--- src/rtl/gpc_pkg.sv ---
// Constants, types and helpers for the global pin and clock select block
package gpc_pkg;

  // ==========================================================================
  // Bus and register map
  localparam int          ADDR_W          = 12;
  localparam int          DATA_W          = 32;
  localparam logic [9:0]  IDX_PIN_INHIBIT = 10'h0F0;
  localparam logic [9:0]  IDX_PIN_FUNC    = 10'h0F1;
  localparam logic [9:0]  IDX_XCVR_TWO    = 10'h0F2;
  localparam logic [9:0]  IDX_CLK_SRC     = 10'h0F3;
  localparam logic [7:0]  RST_PIN_INHIBIT = 8'h00;
  localparam logic [7:0]  RST_PIN_FUNC    = 8'h00;
  localparam logic [7:0]  RST_XCVR_TWO    = 8'h00;
  localparam logic [7:0]  RST_CLK_SRC     = 8'h00;
  localparam logic [7:0]  MASK_PIN_INHIBIT = 8'h01;
  localparam logic [7:0]  MASK_PIN_FUNC    = 8'hFF;
  localparam logic [7:0]  MASK_XCVR_TWO    = 8'h06;
  localparam logic [7:0]  MASK_CLK_SRC     = 8'hFF;

  // ==========================================================================
  // Field positions
  localparam int BIT_PIN_INHIBIT = 0;
  localparam int LSB_IBUS_MODE   = 6;
  localparam int LSB_BP_RATE     = 4;
  localparam int BIT_ALARM_SEL   = 3;
  localparam int BIT_SYNC_SEL    = 2;
  localparam int BIT_TXCH_SEL    = 1;
  localparam int BIT_RXCH_SEL    = 0;
  localparam int BIT_LOSS_SRC    = 2;
  localparam int BIT_FS_DIR      = 1;
  localparam int LSB_REF_SRC     = 4;
  localparam int BIT_REF_RATE    = 3;
  localparam int BIT_MBASE       = 2;
  localparam int LSB_MMULT       = 0;

  // ==========================================================================
  // Reference source codes
  localparam logic [3:0] REF_SRC_LAST_CH = 4'h7;
  localparam logic [3:0] REF_SRC_MCLK_T1 = 4'h8;
  localparam logic [3:0] REF_SRC_MCLK_E1 = 4'h9;
  localparam logic [3:0] REF_SRC_PIN     = 4'hA;

  // ==========================================================================
  // Timing
  localparam longint CLK_HZ          = 20000000;
  localparam int     CLK_PERIOD_NS   = 50;
  localparam int     FRAME_PERIOD_NS = 125000;
  localparam int     FRAME_CYCLES    = FRAME_PERIOD_NS / CLK_PERIOD_NS;
  localparam int     FRAME_CNT_W     = 12;
  localparam longint REF_T1_HZ       = 1544000;
  localparam longint REF_E1_HZ       = 2048000;
  localparam int     NCO_W           = 24;
  localparam logic [NCO_W-1:0] NCO_INC_T1 = NCO_W'((REF_T1_HZ << NCO_W) / CLK_HZ);
  localparam logic [NCO_W-1:0] NCO_INC_E1 = NCO_W'((REF_E1_HZ << NCO_W) / CLK_HZ);

  // ==========================================================================
  // Types
  typedef enum logic [1:0] {IBUS_OFF, IBUS_TWO, IBUS_FOUR, IBUS_EIGHT} gpc_ibus_mode_t;

  typedef struct packed {
    logic [7:0] rx_loss_framer;
    logic [7:0] rx_loss_line;
    logic [7:0] rx_sig_freeze;
    logic [7:0] rx_frame_sync;
    logic [7:0] rx_mframe_sync;
    logic [7:0] tx_chan_block;
    logic [7:0] tx_chan_clock;
    logic [7:0] rx_chan_block;
    logic [7:0] rx_chan_clock;
  } gpc_port_status_t;

  typedef struct packed {
    logic [7:0] shared_alarm_pin;
    logic [7:0] rx_sync_pin;
    logic [7:0] tx_channel_pin;
    logic [7:0] rx_channel_pin;
  } gpc_shared_pins_t;

  // Two-bit code to one-hot multiple: x1, x2, x4, x8
  function automatic logic [3:0] gpc_multiple(input logic [1:0] code);
    gpc_multiple = 4'h1 << code;
  endfunction : gpc_multiple

endpackage : gpc_pkg

--- src/rtl/gpc_global_ctrl.sv ---
// Global pin function, interleaved bus and clock source control bank
//
// How it works
// - Inhibit bit clear: interrupt pin low on pending interrupt; set: held high.
// - Interleaved bus mode: off, two, four or eight devices on the bus.
// - Backplane clock rate code picks 2.048, 4.096, 8.192 or 16.384 MHz.
// - Alarm pins show receive loss at 0, signaling freeze at 1.
// - Loss source bit picks line-interface loss when set, framer loss when clear.
// - Sync pins show frame sync at 0, multiframe sync at 1.
// - Transmit channel pins show channel block at 0, channel clock at 1.
// - Receive channel pins show channel block at 0, channel clock at 1.
// - Direction bit set: frame sync pin drives 8 kHz pulse; clear: input.
// - Reference rate bit declares backplane reference 2.048 MHz or 1.544 MHz.
// - Source codes 0 to 7 pick recovered clock of channel 1 to 8.
// - Code 8 with rate bit set and code 9 with rate bit clear derive reference from master clock, driving the pin out.
// - Code 10 makes reference pin an input fed externally at declared rate.
// - Master base rate bit declares 2.048 MHz or 1.544 MHz family.
// - Master period multiple code gives times one, two, four or eight.
`timescale 1ns/1ps

module gpc_global_ctrl
  import gpc_pkg::*;
(
  input  wire logic              clk,
  input  wire logic              reset_n,
  input  wire logic              wb_cyc_i,
  input  wire logic              wb_stb_i,
  input  wire logic              wb_we_i,
  input  wire logic [ADDR_W-1:0] wb_adr_i,
  input  wire logic [3:0]        wb_sel_i,
  input  wire logic [DATA_W-1:0] wb_dat_i,
  output logic      [DATA_W-1:0] wb_dat_o,
  output logic                   wb_ack_o,
  input  wire logic              irq_pending,
  output logic                   interrupt_out_n,
  input  wire gpc_port_status_t  port_status,
  output gpc_shared_pins_t       shared_pins,
  output gpc_ibus_mode_t         interleaved_bus_mode,
  output logic      [3:0]        interleaved_bus_rate,
  output logic      [3:0]        backplane_clock_rate,
  input  wire logic              tx_frame_sync_pin_i,
  output logic                   tx_frame_sync_pin_o,
  output logic                   tx_frame_sync_pin_oe,
  output logic                   frame_sync,
  input  wire logic [7:0]        recovered_clock,
  input  wire logic              reference_clock_pin_i,
  output logic                   reference_clock_pin_o,
  output logic                   reference_clock_pin_oe,
  output logic                   backplane_ref_clock,
  output logic                   backplane_ref_rate,
  output logic                   ref_config_valid,
  output logic                   master_base_rate,
  output logic      [3:0]        master_period_multiple
);

  // ==========================================================================
  // Registers
  logic [7:0]             inhibit_r;
  logic [7:0]             pin_func_r;
  logic [7:0]             xcvr_two_r;
  logic [7:0]             clk_src_r;
  logic [9:0]             idx;
  logic                   wr_go;
  logic [7:0]             rd_nxt;
  logic [FRAME_CNT_W-1:0] frame_cnt_r;
  logic [NCO_W-1:0]       nco_r;
  logic [3:0]             ref_src;
  logic                   ref_rate;
  logic                   ref_from_mclk;
  logic                   ref_nxt;

  assign idx   = wb_adr_i[ADDR_W-1:2];
  assign wr_go = wb_cyc_i && wb_stb_i && wb_we_i && wb_ack_o && wb_sel_i[0];

  // ==========================================================================
  // Wishbone slave
  always_comb
  begin
    rd_nxt = 8'h00;
    unique case (idx)
      IDX_PIN_INHIBIT: rd_nxt = inhibit_r;
      IDX_PIN_FUNC:    rd_nxt = pin_func_r;
      IDX_XCVR_TWO:    rd_nxt = xcvr_two_r;
      IDX_CLK_SRC:     rd_nxt = clk_src_r;
      default:         rd_nxt = 8'h00;
    endcase
  end

  always_ff @(posedge clk or negedge reset_n)
  begin
    if (!reset_n)
    begin
      wb_ack_o <= 1'b0;
      wb_dat_o <= '0;
    end
    else
    begin
      wb_ack_o <= wb_cyc_i && wb_stb_i && !wb_ack_o;
      wb_dat_o <= {24'h000000, rd_nxt};
    end
  end

  always_ff @(posedge clk or negedge reset_n)
  begin
    if (!reset_n)
    begin
      inhibit_r  <= RST_PIN_INHIBIT;
      pin_func_r <= RST_PIN_FUNC;
      xcvr_two_r <= RST_XCVR_TWO;
      clk_src_r  <= RST_CLK_SRC;
    end
    else if (wr_go)
    begin
      if (idx == IDX_PIN_INHIBIT)
        inhibit_r <= wb_dat_i[7:0] & MASK_PIN_INHIBIT;
      if (idx == IDX_PIN_FUNC)
        pin_func_r <= wb_dat_i[7:0] & MASK_PIN_FUNC;
      if (idx == IDX_XCVR_TWO)
        xcvr_two_r <= wb_dat_i[7:0] & MASK_XCVR_TWO;
      if (idx == IDX_CLK_SRC)
        clk_src_r <= wb_dat_i[7:0] & MASK_CLK_SRC;
    end
  end

  // ==========================================================================
  // Interrupt pin
  always_ff @(posedge clk or negedge reset_n)
  begin
    if (!reset_n)
      interrupt_out_n <= 1'b1;
    else
      interrupt_out_n <= !(irq_pending && !inhibit_r[BIT_PIN_INHIBIT]);
  end

  // ==========================================================================
  // Shared pin functions
  always_ff @(posedge clk or negedge reset_n)
  begin
    if (!reset_n)
      shared_pins <= '0;
    else
    begin
      if (pin_func_r[BIT_ALARM_SEL])
        shared_pins.shared_alarm_pin <= port_status.rx_sig_freeze;
      else if (xcvr_two_r[BIT_LOSS_SRC])
        shared_pins.shared_alarm_pin <= port_status.rx_loss_line;
      else
        shared_pins.shared_alarm_pin <= port_status.rx_loss_framer;
      shared_pins.rx_sync_pin <= pin_func_r[BIT_SYNC_SEL] ?
        port_status.rx_mframe_sync : port_status.rx_frame_sync;
      shared_pins.tx_channel_pin <= pin_func_r[BIT_TXCH_SEL] ?
        port_status.tx_chan_clock : port_status.tx_chan_block;
      shared_pins.rx_channel_pin <= pin_func_r[BIT_RXCH_SEL] ?
        port_status.rx_chan_clock : port_status.rx_chan_block;
    end
  end

  // ==========================================================================
  // Interleaved bus and backplane clock rate
  always_ff @(posedge clk or negedge reset_n)
  begin
    if (!reset_n)
    begin
      interleaved_bus_mode <= IBUS_OFF;
      interleaved_bus_rate <= 4'h0;
      backplane_clock_rate <= 4'h1;
    end
    else
    begin
      interleaved_bus_mode <= gpc_ibus_mode_t'(pin_func_r[LSB_IBUS_MODE +: 2]);
      interleaved_bus_rate <= (pin_func_r[LSB_IBUS_MODE +: 2] == 2'h0) ? 4'h0 :
                              gpc_multiple(pin_func_r[LSB_IBUS_MODE +: 2]);
      backplane_clock_rate <= gpc_multiple(pin_func_r[LSB_BP_RATE +: 2]);
    end
  end

  // ==========================================================================
  // Frame sync pin
  always_ff @(posedge clk or negedge reset_n)
  begin
    if (!reset_n)
      frame_cnt_r <= '0;
    else if (frame_cnt_r == FRAME_CNT_W'(FRAME_CYCLES - 1))
      frame_cnt_r <= '0;
    else
      frame_cnt_r <= frame_cnt_r + 1'b1;
  end

  always_ff @(posedge clk or negedge reset_n)
  begin
    if (!reset_n)
    begin
      tx_frame_sync_pin_o  <= 1'b0;
      tx_frame_sync_pin_oe <= 1'b0;
      frame_sync           <= 1'b0;
    end
    else
    begin
      tx_frame_sync_pin_oe <= xcvr_two_r[BIT_FS_DIR];
      tx_frame_sync_pin_o  <= xcvr_two_r[BIT_FS_DIR] &&
                              frame_cnt_r == FRAME_CNT_W'(FRAME_CYCLES - 1);
      frame_sync <= xcvr_two_r[BIT_FS_DIR] ?
        (frame_cnt_r == FRAME_CNT_W'(FRAME_CYCLES - 1)) : tx_frame_sync_pin_i;
    end
  end

  // ==========================================================================
  // Backplane reference and master clock
  assign ref_src       = clk_src_r[LSB_REF_SRC +: 4];
  assign ref_rate      = clk_src_r[BIT_REF_RATE];
  assign ref_from_mclk = (ref_src == REF_SRC_MCLK_T1 && ref_rate) ||
                         (ref_src == REF_SRC_MCLK_E1 && !ref_rate);

  always_ff @(posedge clk or negedge reset_n)
  begin
    if (!reset_n)
      nco_r <= '0;
    else if (ref_from_mclk)
      nco_r <= nco_r + (ref_rate ? NCO_INC_T1 : NCO_INC_E1);
    else
      nco_r <= '0;
  end

  always_comb
  begin
    ref_nxt = 1'b0;
    if (ref_src <= REF_SRC_LAST_CH)
      ref_nxt = recovered_clock[ref_src[2:0]];
    else if (ref_from_mclk)
      ref_nxt = nco_r[NCO_W-1];
    else if (ref_src == REF_SRC_PIN)
      ref_nxt = reference_clock_pin_i;
  end

  always_ff @(posedge clk or negedge reset_n)
  begin
    if (!reset_n)
    begin
      reference_clock_pin_o  <= 1'b0;
      reference_clock_pin_oe <= 1'b0;
      backplane_ref_clock    <= 1'b0;
      backplane_ref_rate     <= 1'b0;
      ref_config_valid       <= 1'b1;
    end
    else
    begin
      reference_clock_pin_oe <= ref_from_mclk;
      reference_clock_pin_o  <= ref_from_mclk && nco_r[NCO_W-1];
      backplane_ref_clock    <= ref_nxt;
      backplane_ref_rate     <= ref_rate;
      ref_config_valid       <= ref_src <= REF_SRC_LAST_CH || ref_from_mclk ||
                                ref_src == REF_SRC_PIN;
    end
  end

  always_ff @(posedge clk or negedge reset_n)
  begin
    if (!reset_n)
    begin
      master_base_rate       <= 1'b0;
      master_period_multiple <= 4'h1;
    end
    else
    begin
      master_base_rate       <= clk_src_r[BIT_MBASE];
      master_period_multiple <= gpc_multiple(clk_src_r[LSB_MMULT +: 2]);
    end
  end

  // ==========================================================================
  // Frame pulse spacing monitor
  logic [FRAME_CNT_W-1:0] fs_gap_r;
  logic                   fs_armed_r;

  always_ff @(posedge clk or negedge reset_n)
  begin
    if (!reset_n)
      fs_gap_r <= '0;
    else if (tx_frame_sync_pin_o)
      fs_gap_r <= '0;
    else
      fs_gap_r <= fs_gap_r + 1'b1;
  end

  always_ff @(posedge clk or negedge reset_n)
  begin
    if (!reset_n)
      fs_armed_r <= 1'b0;
    else if (!tx_frame_sync_pin_oe)
      fs_armed_r <= 1'b0;
    else if (tx_frame_sync_pin_o)
      fs_armed_r <= 1'b1;
  end
endmodule : gpc_global_ctrl

--- config.mk ---
export PLATFORM = sky130hd
export DESIGN_NAME = gpc_global_ctrl
export DESIGN_NICKNAME = d
export VERILOG_FILES = /design/src/rtl/gpc_pkg.sv /design/src/rtl/gpc_global_ctrl.sv
export SDC_FILE = /design/constraint.sdc
export NUM_CORES = 1
export LEC_CHECK = 0
export BUFFER_PORTS_ARGS = -buffer_cell sky130_fd_sc_hd__buf_4
export CELL_PAD_IN_SITES_DETAIL_PLACEMENT = 1
export CELL_PAD_IN_SITES_GLOBAL_PLACEMENT = 1
export CORE_MARGIN = 8
export CORE_UTILIZATION = 25
export CTS_CLUSTER_SIZE = 25
export DETAILED_ROUTE_END_ITERATION = 10
export MAX_ROUTING_LAYER = met4
export PLACE_DENSITY = 0.68
export SYNTH_ARGS = -nofsm -noshare
export SYNTH_HDL_FRONTEND = slang
export SYNTH_SLANG_ARGS = --single-unit
--- constraint.sdc ---
create_clock -name clk -period 4.7 [get_ports clk]
set_input_delay 0.235 -clock clk [delete_from_list [all_inputs] [get_ports clk]]
set_output_delay 0.235 -clock clk [all_outputs]
set_load 0.03 [all_outputs]
# Word level (Yosys, flattened, before mapping)
# Cells that the tools add are included.
[word_totals]
input_bits = 136
regBits = 120
wordCells = 79
[classes]
magnitude_cmp = 2
n_mux = 16
n_addsub = 2
n_reduce_logical = 22
eq_ne = 8
shifts = 3
[ops]
columns = ["operator", "count"]
rows = [
  ["equality test 10 x 8 -> 1 bit (second input constant)", 4],
  ["two-way mux 8 bit", 5],
  ["case mux 8 bit (4 select lines)", 1],
  ["adder 24 x 21 -> 24 bit", 1],
  ["two-way mux 24 bit", 1],
  ["two-way mux 20 bit", 1],
  ["adder 12 x 1 -> 12 bit (second input constant)", 1],
  ["equality test 12 bit (second input constant)", 1],
  ["equality test 4 bit (second input constant)", 3],
  ["two-way mux 12 bit", 1],
  ["left shift 1 x 2 -> 4 bit (first input constant)", 3],
  ["logical AND 1 bit", 10],
  ["AND reduction 2 bit", 4],
  ["two-way mux 1 bit", 5],
  ["<= comparator 4 x 3 -> 1 bit (second input constant)", 1],
  ["zero test 1 bit", 4],
  ["< comparator 3 x 4 -> 1 bit (second input constant)", 1],
  ["two-way mux 4 bit", 1],
  ["binary-select mux 1 bit (select 3 bit)", 1],
  ["logical OR 1 bit", 3],
  ["zero test 2 bit", 1],
]

# Longest topological paths before layout
[depth]
word_depth = 5
mapped_depth = 9
mapped_depth_nobuf = 9

# Least setup slack after synthesis
# No wires, ideal clock.
[synth_timing]
kind = "register to register"
from = "register clk_src_r[3]"
to = "register nco_r[23]"
setup_slack_ns = 2.209
t_arrival_ns = 2.366
setup_ns = 0.125
stages_incl_launch_ff = 9
t_required_ns = 4.575
path_cell_list = "dfrtp_1 -> inv_1 -> ha_1 -> o21a_1 -> a311oi_1 -> a21oi_1 -> a31oi_4 -> o31ai_1 -> mux2_2"
[synth_between]
elab_chain_cells = 4
word_cells_on_any_way = 7
[synth_lines]
columns = ["item", "line_no", "rtl"]
rows = [
  ["from (decl)", "gpc_global_ctrl.sv:61", "logic [7:0] clk_src_r;"],
  ["from (signal assigned)", "gpc_global_ctrl.sv:121", "clk_src_r <= wb_dat_i[7:0] & MASK_CLK_SRC;"],
  ["branches (longest 3 deep; another with adder 24 x 21 -> 24 bit)", "-", ""],
  ["two-way mux 24 bit *", "gpc_global_ctrl.sv:218", "else if (ref_from_mclk)"],
  ["to (signal assigned)", "gpc_global_ctrl.sv:219", "nco_r <= nco_r + (ref_rate ? NCO_INC_T1 : NCO_INC_E1);"],
  ["to (decl)", "gpc_global_ctrl.sv:66", "logic [NCO_W-1:0] nco_r;"],
]
# Mark *: on every way between the ends.
# A chain may end at the register's enable or synchronous reset.

# Final worst setup path
# Ends and elaborated chain as after synthesis.

==> results by group <==
Status
  • Run status: finished, violations left
  • Failing checks: hold timing

Clocking
  • Clock Tree Buf Depth: 2
  • PostCTS Resize Cnt: 0
  • Number of CTS-inserted buffers: 17
  • Clk pin slew, worst setup/hold paths: 60 ps
  • Post-CTS Setup Bufs: 0
  • CTS tree: done
  • CTS sink count: 119
  • H-tree Lvls: 4
  • Clock Latency Late Sink: 410 ps
  • CTS Root Cell: clkbuf_16

Cells and area
  • Commonest non-fill, non-tap cell in the layout: buf_4
  • Synth-to-layout area growth: 37.03%
  • Commonest non-fill, non-tap cells in the layout: buf_4 (172), dfrtp_1 (115), nor2_1 (50), mux2_2 (37), nand2_1 (29)
  • Final nets: 799
  • Multi-input gate area: 2327 um^2
  • # diodes: 0
  • Layout fillers: 2442
  • Final core occ: 0.3486
  • Share of layout cells above drive strength 1: 0.3967
  • Sequential Area: 2983 um^2

GRT
  • Largest net degree at the start of global routing: 82
  • Initial antenna violation count: 0
  • Met1 Use GR: 0.1326
  • GR Util All Layers: 0.1160
  • Met2 Use GR: 0.1952
  • Met3 Use GR: 0.03116
  • First-pass GRT wire length: 24210 um
  • GRT overflow: 0
  • Via count of the first global-routing pass: 4534
  • GRT Max-Usage Layer: met2

Synth
  • Netlist Area Pre-Place: 5534 um^2
  • Flops & latches, synth: 119
  • Post-synthesis sequential area ratio: 0.5390
  • Async SR Flop Fraction: 1.000
  • Synth unique cells: 59
  • Count of warnings emitted by yosys: 0
  • XOR/XNOR share of the synthesized area: 0.03798
  • Syn Inst Count: 474
  • Post-synthesis mux area share: 0.1377
  • Top FF cell, synth: dfrtp_1
  • Main combinational cell family by area after synthesis: multiplexers
  • Adder-cell share of the synthesized area: 0.03075
  • Syn avg cell area: 11.68 um^2
  • Post-synthesis compound-gate area fraction: 0.07393
  • EDFF count, synth: 0
  • Synth Area in Simple Gates: 0.1232

Setup path
  • Critical path type: flop to flop
  • WP data required: 5000 ps
  • Critical path launch point type: flop
  • Critical Path AT: 3400 ps
  • CP max FO: 13
  • Worst Setup End Kind: flop
  • Reg2Reg Depth: 8

Timing
  • Fin Clk Skew: 11.73 ps
  • Rel. slew slack: 0.3127
  • Final Slew Violations: 0
  • Post-layout min period: 3101 ps
  • Worst Tran Pin Value: 1031 ps
  • Endpoints failing setup: 0
  • FMAX: 322.5 MHz
  • Fin Hold WS: -20.02 ps
  • Final setup TNS: 0 ps
  • Hold Fails Final Rpt: 6
  • Final period util: 0.6597
  • RSZ-0062 raised after global routing: no

Routing
  • Vias: 4158
  • Drt first pass iters: 4
  • Wire per inst: 16.18 um
  • Final wirelength: 15260 um
  • Starting DRT DRC Count: 111
  • DRT antenna net count: 0
  • DR vias/cell: 4.409
  • DRC viols: 0

Power and ir drop
  • Pleak: 0.003609 uW
  • Flop pwr share: 0.415
  • Combinational Power Share: 0.080
  • Max rail drop VDD: 0.0001787 V
  • Switching share of total power: 0.2398
  • NetSw: 604.0 uW
  • PD cells: 332.1 nW/um^2
  • Internal Pwr Total: 1915 uW
  • Clock Power Share: 0.504
  • Total Power: 2519 uW

Run
  • Max Cap Viol: 0

Placement
  • Detail Placement HPWL: 11410 um
  • I/O Buffers: 170
  • GPL Wtd Cong: 0.7230

Die
  • I/O pins: 225
  • Initial core utilization: 0.2544
  • Chip height: 164.8 um
  • Die footprint: 27150 um^2
  • Placement Rows: 54
  • Die width: 164.8 um
  • Core ar.: 21760 um^2

Hold path
  • Hold Path Class: input pin to asynchronous set/reset pin
[layer usage]
layer	routed length (um)	share of wire
met2	7680	0.50
met3	996	0.065
met1	6370	0.42
met5	0	0
met4	210	0.014
[flip-flops by register name, indices dropped and copies added, names as in the netlist, 2 cells and up]
signal / count
shared_pins: 32
nco_r: 24
frame_cnt_r: 12
clk_src_r: 8
pin_func_r: 8
wb_dat_o: 8
backplane_clock_rate: 4
master_period_multiple: 4
interleaved_bus_rate: 3
interleaved_bus_mode: 2
xcvr_two_r: 2
[metrics by stage]
stage          setup slack, ps  instances  area [um^2]
2_1_floorplan             2209        498         5624
3_3_place_gp              1558        910         6993
3_5_place_dp              1581        910         6993
4_1_cts                   1550        943         7584
5_1_grt                   1363        943         7584
6_report                  1599        943         7584
[cells in the mapped netlist, types with 3 or more instances]
cell	n	share of area
nand4_1	4	0.0045
nor3_1	3	0.0027
clkbuf_1	6	0.0041
and3_1	4	0.0045
mux2i_1	18	0.033
dfstp_2	4	0.019
nor2b_1	9	0.010
nand3_1	13	0.012
nand2_1	29	0.020
xnor2_1	14	0.022
o21ai_0	20	0.018
xor2_1	10	0.016
and2_1	8	0.0090
ha_1	12	0.027
mux2_4	8	0.022
a21o_1	6	0.0081
a21oi_1	15	0.014
inv_1	10	0.0068
nor2_1	50	0.034
buf_4	28	0.038
mux2_2	37	0.075
dfrtp_1	115	0.52
[worst max-delay path, stage by stage (launching register included)]
cell and delay, ps:
dfrtp_1 730, inv_1 300, ha_1 480, o21a_1 150
a311oi_1 60, a21oi_1 410, a31oi_4 190, o31ai_1 300
mux2_2 360
[final timing paths]
path	start	end	slack, ps
worst max-delay path	clk_src_r[3]	nco_r[23]	1600
worst min register to register	clk_src_r[2]	master_base_rate	410
min in group clk	port_status[52]	shared_pins[28]	30
worst max register to register	clk_src_r[3]	nco_r[23]	1600
worst min-delay path	reset_n	shared_pins[26]	-20
max in group asynchronous	reset_n	ref_config_valid	3610
[final cells by class]
cell class | instances | area share
Clock buffer | 18 | 0.05659
Clock inverter | 14 | 0.01996
Inverter | 11 | 0.005445
Multi-Input combinational cell | 328 | 0.3069
Sequential cell | 119 | 0.3933
Tap cell | 280 | 0.04620
Timing Repair Buffer | 173 | 0.1716
[power groups by stage]
stage	Combinational [uW]	Sequential, uW	Clock [uW]
3_5_place_dp	205	1060	0
5_1_grt	218	1050	1350
4_1_cts	206	1050	1300
6_report	202	1050	1270
3_3_place_gp	202	1060	0
2_1_floorplan	62.7	1100	0
[cell families (layout without fill, tap and decap cells)]
kind of cell               after synthesis  count (layout)
and+or+nand+nor                        138             138
DFF                                    119             119
muxes                                   65              65
AOI/OAI and AO/OA                       63              63
buffers and inverters                   51             216
xor gates and xnor gates                24              24
adders and majority gates               13              13
other                                    1              25
[timing repair]
action / in CTS / in global routing
hold buffers: 1 / 0
setup endpoints to repair: 0 / 0
endpoints found under the hold margin: 1 / 0
(Power assumes the default switching activity.)
